[config.mk]
export PLATFORM = sky130hd
export DESIGN_NAME = zero_flag_clock_reset_pins
export DESIGN_NICKNAME = d
export VERILOG_FILES = /design/src/zero_flag_support.sv /design/src/zero_flag_clock_reset_pins.sv
export SDC_FILE = /design/constraint.sdc
export NUM_CORES = 1
export LEC_CHECK = 0
export BUFFER_PORTS_ARGS = -buffer_cell sky130_fd_sc_hd__buf_2
export CORE_UTILIZATION = 45
export DETAILED_ROUTE_END_ITERATION = 6
export PLACE_DENSITY = 0.71
export SLEW_MARGIN = 20
export SYNTH_ARGS = -nofsm -noshare
export SYNTH_HDL_FRONTEND = slang
export SYNTH_SLANG_ARGS = --single-unit
[constraint.sdc]
create_clock -name i_clk -period 20.7 [get_ports i_clk]
set_clock_uncertainty 0.15 [all_clocks]
set_input_delay 2.07 -clock i_clk [delete_from_list [all_inputs] [get_ports i_clk]]
set_output_delay 2.07 -clock i_clk [all_outputs]
set_load 0.005 [all_outputs]
[src/zero_flag_support.sv]
// Shared constants and the buffered clock output divider
`timescale 1ns/1ps
`default_nettype none

package zero_flag_pkg;
	localparam int ADDR_W = 8;
	localparam int DATA_W = 32;
	// Register byte addresses
	localparam logic [7:0] ADDR_CLOCK_CTRL = 8'h00;
	localparam logic [7:0] ADDR_GP_MODE = 8'h04;
	localparam logic [7:0] ADDR_GP_VALUE = 8'h08;
	localparam logic [7:0] ADDR_FLAGS = 8'h0C;
	localparam logic [7:0] ADDR_INT_STATUS = 8'h10;
	localparam logic [7:0] ADDR_INT_CLEAR = 8'h14;
	localparam logic [7:0] ADDR_INT_ENABLE = 8'h18;
	// Clock control fields
	localparam int BIT_CLOCK_OUT_ENABLE = 0;
	localparam int BIT_CLOCK_OUT_HALVE = 1;
	localparam logic RST_CLOCK_OUT_ENABLE = 1'b1;
	localparam logic RST_CLOCK_OUT_HALVE = 1'b0;
	// Flag readback fields
	localparam int BIT_ALL_ZERO = 8;
	localparam int BIT_INIT_DONE = 9;
	// Interrupt fields
	localparam int INT_W = 3;
	localparam int INT_ALL_ZERO_RISE = 0;
	localparam int INT_INIT_DONE = 1;
	localparam int INT_CHAN_ZERO_RISE = 2;
	// Channel counts and defaults
	localparam int NUM_LINES = 4;
	localparam int NUM_CHAN = 8;
	localparam int NUM_GP = 6;
	localparam logic [5:0] RST_GP_MODE = 6'h00;
	localparam logic [5:0] RST_GP_VALUE = 6'h00;
	localparam int INIT_CYCLES = 1024;
	localparam int ZERO_SAMPLES = 1024;
	// Divider phases of the clock output
	localparam logic [1:0] DIV_FULL_LAST = 2'h0;
	localparam logic [1:0] DIV_HALF_LAST = 2'h1;
endpackage

// Buffered clock output: toggles each cycle at full rate, every second cycle at half rate
module clock_out_divider (
	input wire logic i_clk,
	input wire logic i_rst,
	input wire logic i_enable,
	input wire logic i_halve,
	output logic o_clk_out
);
	logic [1:0] phase_reg;
	logic clk_out_reg;

	// Phase counter and output toggle
	always_ff @(posedge i_clk or posedge i_rst) begin
		if (i_rst) begin
			phase_reg <= 2'h0;
			clk_out_reg <= 1'b0;
		end else if (!i_enable) begin
			phase_reg <= 2'h0;
			clk_out_reg <= 1'b0;
		end else begin
			if (phase_reg >= (i_halve ? zero_flag_pkg::DIV_HALF_LAST
					: zero_flag_pkg::DIV_FULL_LAST)) begin
				phase_reg <= 2'h0;
				clk_out_reg <= ~clk_out_reg;
			end else begin
				phase_reg <= phase_reg + 2'h1;
			end
		end
	end
	assign o_clk_out = clk_out_reg;
endmodule

`default_nettype wire

[src/zero_flag_clock_reset_pins.sv]
// Zero flags, general-purpose outputs, clock output, reset sequencing and channel routing
//
// Our own choices: strobed register access and the register addresses.
`timescale 1ns/1ps
`default_nettype none

module zero_flag_clock_reset_pins #(
	parameter int WORD_W = 24,
	parameter int INIT_CYCLES = zero_flag_pkg::INIT_CYCLES,
	parameter int ZERO_SAMPLES = zero_flag_pkg::ZERO_SAMPLES
) (
	input wire logic i_clk,
	input wire logic i_rst,
	input wire logic i_reset_n,
	input wire logic [zero_flag_pkg::ADDR_W-1:0] i_addr,
	input wire logic [zero_flag_pkg::DATA_W-1:0] i_wdata,
	input wire logic i_wr,
	input wire logic i_rd,
	output logic [zero_flag_pkg::DATA_W-1:0] o_rdata,
	input wire logic i_word_valid,
	input wire logic [zero_flag_pkg::NUM_LINES-1:0][WORD_W-1:0] i_left_word,
	input wire logic [zero_flag_pkg::NUM_LINES-1:0][WORD_W-1:0] i_right_word,
	output logic [zero_flag_pkg::NUM_CHAN-1:0][WORD_W-1:0] o_chan_word,
	output logic o_chan1_zero_or_gp_out,
	output logic o_chan2_zero_or_gp_out,
	output logic o_chan3_zero_or_gp_out,
	output logic o_chan4_zero_or_gp_out,
	output logic o_chan5_zero_or_gp_out,
	output logic o_chan6_zero_or_gp_out,
	output logic o_chan7_zero_flag,
	output logic o_chan8_zero_flag,
	output logic o_all_channels_zero_flag,
	output logic o_buffered_clock_out,
	output logic o_in_reset,
	output logic o_irq
);
	localparam int NC = zero_flag_pkg::NUM_CHAN;
	localparam int NG = zero_flag_pkg::NUM_GP;
	localparam int ICW = $clog2(INIT_CYCLES + 1);
	localparam int ZCW = $clog2(ZERO_SAMPLES + 1);
	localparam logic [ICW-1:0] INIT_LAST = ICW'(INIT_CYCLES - 1);
	localparam logic [ZCW-1:0] ZERO_LAST = ZCW'(ZERO_SAMPLES - 1);
	localparam logic [ZCW-1:0] ZERO_FULL = ZCW'(ZERO_SAMPLES);

	typedef enum logic [1:0] {
		ST_INIT = 2'b01,
		ST_RUN = 2'b10
	} phase_e;
	// Register address match, shared by write and read decoding
	function automatic logic hit(input logic [zero_flag_pkg::ADDR_W-1:0] a,
			input logic [7:0] reg_addr);
		hit = (a == reg_addr);
	endfunction
	phase_e state_reg;
	logic [ICW-1:0] init_cnt_reg;
	logic clock_out_enable_reg, clock_out_halve_reg;
	logic [NG-1:0] gp_mode_reg, gp_value_reg;
	logic [NC-1:0][WORD_W-1:0] chan_reg, routed;
	logic [NC-1:0][ZCW-1:0] zero_cnt_reg;
	logic [NC-1:0] zero_flag_reg, zero_flag_next, pin_reg;
	logic all_zero_reg, all_zero_next, all_zero_pin_reg;
	logic [zero_flag_pkg::INT_W-1:0] int_status_reg, int_status_next, int_enable_reg;
	logic [zero_flag_pkg::INT_W-1:0] int_event, int_clear;
	logic [zero_flag_pkg::DATA_W-1:0] rdata_reg;
	logic irq_reg, in_reset_reg, run, reg_write, init_done_pulse;

	assign run = (state_reg == ST_RUN);
	// Registers accept writes only once initialization is over, except the interrupt clear, which acts at any time
	assign reg_write = i_wr && run;

	// Reset pin is active low: while low the sequence restarts at the first init cycle
	always_ff @(posedge i_clk or posedge i_rst) begin
		if (i_rst) begin
			state_reg <= ST_INIT;
			init_cnt_reg <= '0;
		end else if (!i_reset_n) begin
			state_reg <= ST_INIT;
			init_cnt_reg <= '0;
		end else begin
			case (state_reg)
				ST_INIT: begin
					if (init_cnt_reg == INIT_LAST) begin
						state_reg <= ST_RUN;
						init_cnt_reg <= '0;
					end else begin
						init_cnt_reg <= init_cnt_reg + 1'b1;
					end
				end
				ST_RUN: state_reg <= ST_RUN;
				default: begin
					state_reg <= ST_INIT;
					init_cnt_reg <= '0;
				end
			endcase
		end
	end
	assign init_done_pulse = (state_reg == ST_INIT) && i_reset_n && (init_cnt_reg == INIT_LAST);

	// Control registers: defaults held during the whole initialization, then loaded
	always_ff @(posedge i_clk or posedge i_rst) begin
		if (i_rst) begin
			clock_out_enable_reg <= zero_flag_pkg::RST_CLOCK_OUT_ENABLE;
			clock_out_halve_reg <= zero_flag_pkg::RST_CLOCK_OUT_HALVE;
			gp_mode_reg <= zero_flag_pkg::RST_GP_MODE;
			gp_value_reg <= zero_flag_pkg::RST_GP_VALUE;
			int_enable_reg <= '0;
		end else if (!run) begin
			clock_out_enable_reg <= zero_flag_pkg::RST_CLOCK_OUT_ENABLE;
			clock_out_halve_reg <= zero_flag_pkg::RST_CLOCK_OUT_HALVE;
			gp_mode_reg <= zero_flag_pkg::RST_GP_MODE;
			gp_value_reg <= zero_flag_pkg::RST_GP_VALUE;
			int_enable_reg <= '0;
		end else if (reg_write) begin
			if (hit(i_addr, zero_flag_pkg::ADDR_CLOCK_CTRL)) begin
				clock_out_enable_reg <= i_wdata[zero_flag_pkg::BIT_CLOCK_OUT_ENABLE];
				clock_out_halve_reg <= i_wdata[zero_flag_pkg::BIT_CLOCK_OUT_HALVE];
			end
			if (hit(i_addr, zero_flag_pkg::ADDR_GP_MODE)) begin
				gp_mode_reg <= i_wdata[NG-1:0];
			end
			if (hit(i_addr, zero_flag_pkg::ADDR_GP_VALUE)) begin
				gp_value_reg <= i_wdata[NG-1:0];
			end
			if (hit(i_addr, zero_flag_pkg::ADDR_INT_ENABLE)) begin
				int_enable_reg <= i_wdata[zero_flag_pkg::INT_W-1:0];
			end
		end
	end

	// Route left words to odd outputs and right words to even outputs
	always_comb begin
		for (int n = 0; n < zero_flag_pkg::NUM_LINES; n++) begin
			routed[2*n] = i_left_word[n];
			routed[2*n+1] = i_right_word[n];
		end
	end

	// Channel output words, held at bipolar zero outside run
	always_ff @(posedge i_clk or posedge i_rst) begin
		if (i_rst) begin
			chan_reg <= '0;
		end else if (!run) begin
			chan_reg <= '0;
		end else if (i_word_valid) begin
			chan_reg <= routed;
		end
	end

	// Next zero flag: channel has carried zero words for the full count of samples
	always_comb begin
		for (int c = 0; c < NC; c++) begin
			zero_flag_next[c] = zero_flag_reg[c];
			if (i_word_valid) begin
				zero_flag_next[c] = (routed[c] == '0) && (zero_cnt_reg[c] >= ZERO_LAST);
			end
		end
		all_zero_next = &zero_flag_next;
	end

	// Zero detectors, one per channel
	always_ff @(posedge i_clk or posedge i_rst) begin
		if (i_rst) begin
			zero_cnt_reg <= '0;
			zero_flag_reg <= '0;
			all_zero_reg <= 1'b0;
		end else if (!run) begin
			zero_cnt_reg <= '0;
			zero_flag_reg <= '0;
			all_zero_reg <= 1'b0;
		end else begin
			for (int c = 0; c < NC; c++) begin
				if (i_word_valid) begin
					if (routed[c] != '0) begin
						zero_cnt_reg[c] <= '0;
					end else if (zero_cnt_reg[c] != ZERO_FULL) begin
						zero_cnt_reg[c] <= zero_cnt_reg[c] + 1'b1;
					end
				end
			end
			zero_flag_reg <= zero_flag_next;
			all_zero_reg <= all_zero_next;
		end
	end

	// Flag pins: channels one to six may carry a software bit instead
	always_ff @(posedge i_clk or posedge i_rst) begin
		if (i_rst) begin
			pin_reg <= '0;
			all_zero_pin_reg <= 1'b0;
		end else begin
			for (int c = 0; c < NC; c++) begin
				if (c < NG && gp_mode_reg[c]) begin
					pin_reg[c] <= gp_value_reg[c];
				end else begin
					pin_reg[c] <= zero_flag_reg[c];
				end
			end
			all_zero_pin_reg <= all_zero_reg;
		end
	end

	// Interrupt events and sticky status, set wins over clear
	always_comb begin
		int_event = '0;
		int_event[zero_flag_pkg::INT_ALL_ZERO_RISE] = all_zero_next && !all_zero_reg && run;
		int_event[zero_flag_pkg::INT_INIT_DONE] = init_done_pulse;
		int_event[zero_flag_pkg::INT_CHAN_ZERO_RISE] = |(zero_flag_next & ~zero_flag_reg) && run;
		int_clear = '0;
		if (i_wr && hit(i_addr, zero_flag_pkg::ADDR_INT_CLEAR)) begin
			int_clear = i_wdata[zero_flag_pkg::INT_W-1:0];
		end
		int_status_next = (int_status_reg & ~int_clear) | int_event;
	end
	// Sticky status and the registered interrupt line
	always_ff @(posedge i_clk or posedge i_rst) begin
		if (i_rst) begin
			int_status_reg <= '0;
			irq_reg <= 1'b0;
		end else begin
			int_status_reg <= int_status_next;
			irq_reg <= |(int_status_reg & int_enable_reg);
		end
	end

	// Read data stand for the one cycle after the strobe, zero otherwise
	always_ff @(posedge i_clk or posedge i_rst) begin
		if (i_rst) begin
			rdata_reg <= '0;
		end else begin
			rdata_reg <= '0;
			if (i_rd) begin
				if (hit(i_addr, zero_flag_pkg::ADDR_CLOCK_CTRL)) begin
					rdata_reg[zero_flag_pkg::BIT_CLOCK_OUT_ENABLE] <= clock_out_enable_reg;
					rdata_reg[zero_flag_pkg::BIT_CLOCK_OUT_HALVE] <= clock_out_halve_reg;
				end
				if (hit(i_addr, zero_flag_pkg::ADDR_GP_MODE)) begin
					rdata_reg[NG-1:0] <= gp_mode_reg;
				end
				if (hit(i_addr, zero_flag_pkg::ADDR_GP_VALUE)) begin
					rdata_reg[NG-1:0] <= gp_value_reg;
				end
				if (hit(i_addr, zero_flag_pkg::ADDR_FLAGS)) begin
					rdata_reg[NC-1:0] <= zero_flag_reg;
					rdata_reg[zero_flag_pkg::BIT_ALL_ZERO] <= all_zero_reg;
					rdata_reg[zero_flag_pkg::BIT_INIT_DONE] <= run;
				end
				if (hit(i_addr, zero_flag_pkg::ADDR_INT_STATUS)) begin
					rdata_reg[zero_flag_pkg::INT_W-1:0] <= int_status_reg;
				end
				if (hit(i_addr, zero_flag_pkg::ADDR_INT_ENABLE)) begin
					rdata_reg[zero_flag_pkg::INT_W-1:0] <= int_enable_reg;
				end
			end
		end
	end

	// Reset indication
	always_ff @(posedge i_clk or posedge i_rst) begin
		if (i_rst) begin
			in_reset_reg <= 1'b1;
		end else begin
			in_reset_reg <= !(run || init_done_pulse) || !i_reset_n;
		end
	end

	// Clock output divider
	clock_out_divider u_clock_out (
		.i_clk(i_clk),
		.i_rst(i_rst),
		.i_enable(clock_out_enable_reg),
		.i_halve(clock_out_halve_reg),
		.o_clk_out(o_buffered_clock_out)
	);

	assign o_rdata = rdata_reg;
	assign o_chan_word = chan_reg;
	assign {o_chan8_zero_flag, o_chan7_zero_flag, o_chan6_zero_or_gp_out,
		o_chan5_zero_or_gp_out, o_chan4_zero_or_gp_out, o_chan3_zero_or_gp_out,
		o_chan2_zero_or_gp_out, o_chan1_zero_or_gp_out} = pin_reg;
	assign o_all_channels_zero_flag = all_zero_pin_reg;
	assign o_in_reset = in_reset_reg;
	assign o_irq = irq_reg;
endmodule

`default_nettype wire

==> summary.txt, run 1 <==
Run status
  • Status: finished, violations left
  • Failing checks: design-rule violations

Clock tree
  • CTS Buffer Depth: 3
  • H-tree depth: 2
  • Num CTS Buffers: 40
  • Clk_lat worst skew: 540 ps
  • Setup bufs post-CTS: 0
  • Clock transition at path regs: 60 ps
  • CTS sink count: 346
  • CTS tree: built
  • Hold Buf Count CTS: 0
  • Post-cts resize count: 0
  • Clock Tree Root: clkbuf_16

GRT
  • GRT Total Usage: 24.96%
  • Vias in the first global route: 13686
  • Initial antenna violation count: 5
  • Largest net degree at the start of global routing: 158
  • Total grt overflow: 0
  • Global-route wire length before repair: 75090 um

Placement
  • Port Buf Inserts: 425
  • Routability cong.: 0.9267
  • DP HPWL: 34000 um

Timing
  • Slew Limit Fails: 0
  • Hold Vio Cnt, Final: 0
  • Fin Setup TNS: 0 ps
  • Worst-margin pin slew: 971.6 ps
  • Fin crit period: 4501 ps
  • Unrepaired setup endpoints after global routing: no
  • Period utilization: 21.74%
  • Final setup viols: 0
  • Fmax: 222.2 MHz
  • Slew headroom: 35.22%

Critical path
  • Startpoint Class: input port
  • CP Capture Type: flop
  • Crit path DAT: 4750 ps
  • Worst setup path class: input port to flop
  • Critical path peak fanout: 120
  • Worst EP required: 20950 ps

Yosys
  • Largest area contributor in the netlist: dfrtp_1
  • Synth Instances: 1612
  • Async S/R FF share, synth: 100.0%
  • Number of enable flip-flop cells after synthesis: 0
  • Average cell area after synthesis: 10.23 um2
  • Post-synth top area share: 52.07%
  • Synth area leaders: dfrtp_1 (52%), mux2i_1 (12%), nor2_1 (6.3%)
  • Post-synth cell types: 81
  • Post-synth top flop: dfrtp_1
  • Top cells by count, synth: dfrtp_1 (343), nor2_1 (278), mux2i_1 (201)
  • Seq/Total Area, Yosys: 52.55%
  • Mapped Area: 16480 um2
  • Synth warn: 0
  • Synthesized flop and latch total: 346
  • Top-count cell post-synth: dfrtp_1

Floorplan
  • Die Y: 193.4 um
  • Starting Density: 46.01%
  • Die area: 37400 um2
  • Core area: 35830 um2
  • IO Count: 474
  • Std cell rows: 69
  • Die width: 193.4 um

Routing
  • DR vias/cell: 5.545
  • Detail Route Antenna Nets: 0
  • Initial drt markers: 807
  • Initial DRT Pass Iterations: 7
  • Post-route DRC: 8
  • WL per Instance: 18.81 um
  • Vias: 13930
  • Final WL: 47260 um

Final layout
  • Max FFs per register: 192
  • # fillers: 3147
  • Final nets: 2274
  • Footprint of the multi-input gates: 7295 um2
  • Final Util: 56.70%
  • Area occupied by registers: 8662 um2
  • Fraction of layout cells with a size suffix above 1: 26.61%
  • Layout area overhead: 23.23%

Pwr
  • PwrDens: 82.26 nW/um2
  • Peak VDD IR: 0.00005675 V
  • Leakage: 10.19 nW

Job
  • MaxCap Viol Count: 0

Worst hold path
  • Worst Hold Class: flop to flop
critical path: stages:
cell and delay, ps:
buf_8 580, buf_12 570, o31ai_1 400, a2111oi_0 590, xnor2_1 170, nor2_1 50
per-stage QoR:
stage / setup WS [ps] / total power [mW] / cells / area [um2] / hold WS, ps
floorplan: 8892 / 0.8547 / 1633 / 16560 / 230.1
global placement: 15630 / 0.9363 / 2435 / 18910 / 260.8
detailed placement: 15600 / 0.9415 / 2435 / 18910 / 274.9
CTS: 16150 / 1.685 / 2509 / 20310 / 283.1
global route: 15970 / 1.734 / 2510 / 20310 / 295.7
finish: 16200 / 1.671 / 2512 / 20310 / 281.7
cells by family (layout without fill, tap and decap cells):
family | Yosys count | count (layout) | synth area share, %
adders and majority gates | 20 | 20 | 1.518
other | 1 | 25 | 0.02275
AOI/OAI and AO/OA | 234 | 234 | 9.336
muxes | 206 | 206 | 12.55
xor gates and xnor gates | 22 | 22 | 1.214
and+or+nand+nor | 654 | 654 | 19.12
DFF | 346 | 346 | 52.55
buffers and inverters | 129 | 544 | 3.696
per-layer routing:
layer  GRT usage (%)  vias to the layer above  wire length, um
met5               0                        -               27
met4           8.385                        4             1263
met2           41.24                      402            23030
met1           32.98                     6933            20350
met3           4.847                       82             2579
li1                -                     6509                -
power by group:
| group | internal [mW] | total, mW | switching, mW |
|---|---|---|---|
| clock | 0.451 | 0.740 | 0.289 |
| combinational | 0.0730 | 0.207 | 0.134 |
| sequential | 0.706 | 0.723 | 0.0170 |
final cells by class:
class                   instances  area share (%)
inverters                      36          0.7268
diodes                          3         0.03696
clock buffers                  56           5.821
repair buffers                434           10.98
multi-input cells            1158           35.91
clock inverters                18           1.047
well taps                     461           2.840
flip-flops and latches        346           42.64
cells in the final DEF, fill, tap and decap left out, drive strengths merged, types with 4 or more instances in the layout:
master and instances:
a211oi 7, a21o 5, a21oi 41, a31oi 6, and2 7, and3 20
and4 7, buf 434, bufinv 4, clkbuf 56, clkinv 10, conb 22
dfrtp 343, ha 20, inv 38, mux2 5, mux2i 201, nand2 110
nand2b 6, nand3 66, nand4 26, nand4b 4, nor2 283, nor2b 17
nor3 18, nor4 61, nor4b 4, o21a 9, o21ai 93, o31ai 27
o41ai 11, or2 5, or3 4, or4 13, xnor2 18, xor2 4
final timing paths:
path	start	end	slack, ps	cells past startpoint
min reg2reg	u_clock_out.phase_reg[0]	u_clock_out.phase_reg[0]	280	1
max	i_word_valid	zero_cnt_reg[19]	16200	6
max in group asynchronous	i_rst	zero_cnt_reg[15]	16520	4
min	u_clock_out.phase_reg[0]	u_clock_out.phase_reg[0]	280	1
max reg2reg	state_reg[0]	zero_cnt_reg[68]	17550	7
min in group asynchronous	i_rst	o_chan_word[108]	1560	2
(Power assumes the default switching activity.)
==> run 2, diff against run 1 <==
clock period = 4.65 ns   (was 20.7 ns; I/O delays follow)
==> run 2 against run 1 <==
Largest power group unchanged. Routed wire length shrank 0.77%. Largest cell class unchanged. Worst hold slack lost 250 ps. Sequential share of layout area shrank 0.19 points. The run still ends with design-rule violations left. Cell area grew 0.46%.
==> summary.txt, run 2 (synthesis gave the netlist of run 1 again) <==
Final layout
  • Commonest non-fill, non-tap cell in the layout: buf_2
  • Footprint of the multi-input gates: 7295 um2 (unchanged)
  • Most frequent cells in the layout: buf_2 (424), dfrtp_1 (343), nor2_1 (278)
  • Final non-filler cell area: 20410 um2 (+0.46%)
  • Max FFs per register: 192 (unchanged)
  • Fraction of layout cells with a size suffix above 1: 26.39% (-0.22 points)
  • Layout area overhead: 23.79%
  • Area occupied by registers: 8662 um2 (unchanged)
  • # fillers: 3074 (-2.3%)
  • Final nets: 2277 (+0.13%)

Pwr
  • Peak VDD IR: 0.0003171 V (+460%)
  • Logic pwr share: 12.2% (-0.2 points)
  • Leakage: 10.21 nW (+0.25%)
  • Internal power: 5.608 mW (+360%)
  • PwrDens: 370.6 nW/um2 (+350%)
  • Sequential share of power: 42.5% (-0.8 points)
  • Switching fraction of total power: 25.84% (-0.54 points)
  • Psw: 1.954 mW (+340%)
  • Clock power share: 45.2% (+0.9 points)

Routing
  • DR vias/cell: 5.539 (-0.12%)
  • Initial drt markers: 948 (+17%)
  • Initial DRT Pass Iterations: 7 (unchanged)
  • Detail Route Antenna Nets: 0 (unchanged)
  • Final WL: 46890 um (-0.77%)
  • WL per Instance: 18.64 um (-0.92%)
  • Vias: 13936 (+0.043%)
  • Post-route DRC: 6 (-2)

Worst hold path
  • Worst Hold Class: input port to flop
  • Min-delay src: i_right_word[8]
  • Hold endpoint: o_chan_word[32]
  • Hold path depth: 3 (+2)

Clock tree
  • Clock Tree Root: clkbuf_16
  • Post-cts resize count: 0 (unchanged)
  • CTS Buffer Depth: 3 (unchanged)
  • Clk_lat worst skew: 550 ps (about the same)
  • CTS sink count: 346 (unchanged)
  • CTS tree: built
  • Clock transition at path regs: 60 ps (about the same)
  • Num CTS Buffers: 39 (-2.5%)
  • H-tree depth: 2 (unchanged)

Critical path
  • Startpoint Class: flop
  • Reg2Reg Setup Slack: 1370 ps (-16180 ps)
  • RR Startpoint: state_reg[0]
  • Worst EP required: 4910 ps (-16040 ps)
  • Worst setup path class: flop to flop
  • Reg2Reg Depth: 7 (unchanged)
  • Critical path peak fanout: 29 (-76%)
  • Crit path DAT: 3540 ps (-1210 ps)
  • CP Capture Type: flop
  • Critical path origin: state_reg[0]
  • R2R Path End: zero_cnt_reg[68]

Floorplan
  • Die Y: 193.4 um (unchanged)
  • Std cell rows: 69 (unchanged)
  • Core area: 35830 um2 (unchanged)
  • Die width: 193.4 um (unchanged)
  • Starting Density: 46.01% (unchanged)
  • Die area: 37400 um2 (unchanged)
  • IO Count: 474 (unchanged)

Job
  • MaxCap Viol Count: 0 (unchanged)

Timing
  • Final setup viols: 0 (unchanged)
  • Worst-margin pin slew: 1178 ps (+206.6 ps)
  • Fin crit period: 3285 ps
  • Slew Limit Fails: 0 (unchanged)
  • Hold Vio Cnt, Final: 0 (unchanged)
  • Fin worst setup slack: 1365 ps (-14830 ps)
  • Period utilization: 70.64%
  • Slew headroom: 21.45% (-14 points)
  • Fmax: 304.4 MHz
  • Unrepaired setup endpoints after global routing: no

Placement
  • DP HPWL: 33630 um (-1.1%)
  • Routability cong.: 0.9084 (-2.0%)
  • Post-Place Worst Slack: 1420 ps (-14180 ps)
  • Port Buf Inserts: 425 (unchanged)
  • Post-DP Area: 18940 um2 (+0.17%)

GRT
  • Largest net degree at the start of global routing: 111 (-30%)
  • Initial antenna violation count: 11 (+6)
  • GRT Total Usage: 24.51% (-0.45 points)
  • Vias in the first global route: 13617 (-0.50%)
  • Global-route wire length before repair: 73900 um (-1.6%)
  • Total grt overflow: 0 (unchanged)

Run status
  • Failing checks: design-rule violations
  • Status: finished, violations left
-- run 2: worst max path at each step --
stage / cells past startpoint / to / slack [ps]
3_5_place_dp: 7 / zero_cnt_reg[68] / 1420
4_1_cts: 7 / zero_cnt_reg[68] / 1390
6_report: 7 / zero_cnt_reg[68] / 1370
2_1_floorplan: 1 / all_zero_reg / -590
5_1_grt: 7 / zero_cnt_reg[68] / 1090
3_3_place_gp: 7 / zero_cnt_reg[68] / 1480
-- run 2: routing by layer --
metal | wire length, um | share of wire, % | GRT usage [%] | up-vias
li1 | - | - | - | 6524
met4 | 1469 | 3.1 | 8.711 | 10
met1 | 19540 | 42 | 31.50 | 6811
met2 | 22570 | 48 | 40.49 | 484
met5 | 57 | 0.12 | 0 | -
met3 | 3249 | 6.9 | 5.788 | 107
-- run 2: what timing repair did --
action / in CTS / in global routing
setup buffers: 0 / 0
hold endpoints to repair: 10 / 0
hold buffers: 1 / 0
endpoints found under the setup margin: 0 / 0
-- run 2: power by group through the flow --
stage / Clock [mW] / Sequential, mW / Combinational, mW
6_report: 3.42 / 3.22 / 0.926
5_1_grt: 3.60 / 3.23 / 1.02
4_1_cts: 3.47 / 3.22 / 0.928
3_5_place_dp: 0 / 3.26 / 0.927
3_3_place_gp: 0 / 3.26 / 0.908
2_1_floorplan: 0 / 3.28 / 0.530
-- run 2: area by class of cell --
class,instances,share of cell area (%)
multi-input cells,1158,35.75
repair buffers,438,11.15
clock buffers,57,5.506
diodes,5,0.06132
flip-flops and latches,346,42.45
inverters,36,0.7051
well taps,461,2.827
clock inverters,15,1.557
-- run 2: stage by stage --
stage / power, mW / instances / utilization (%) / hold WS, ps / setup TNS (ps)
after floorplan: 3.806 / 1633 / - / 230.1 / -203400
final: 7.562 / 2516 / 56.95 / 32.98 / 0
after CTS: 7.619 / 2511 / 56.92 / 18.34 / 0
after global placement: 4.170 / 2438 / 52.87 / 260.8 / 0
after global routing: 7.843 / 2513 / 56.93 / 21.76 / 0
after detailed placement: 4.192 / 2438 / 52.87 / 266.6 / 0
-- run 2: worst max-delay path, stage by stage (launching register included) --
cell     delay (ps)
dfstp_2         370
inv_1            50
ha_2            500
buf_4           410
nand3_1         430
o21ai_1         700
or2_1           380
o21ai_0         140
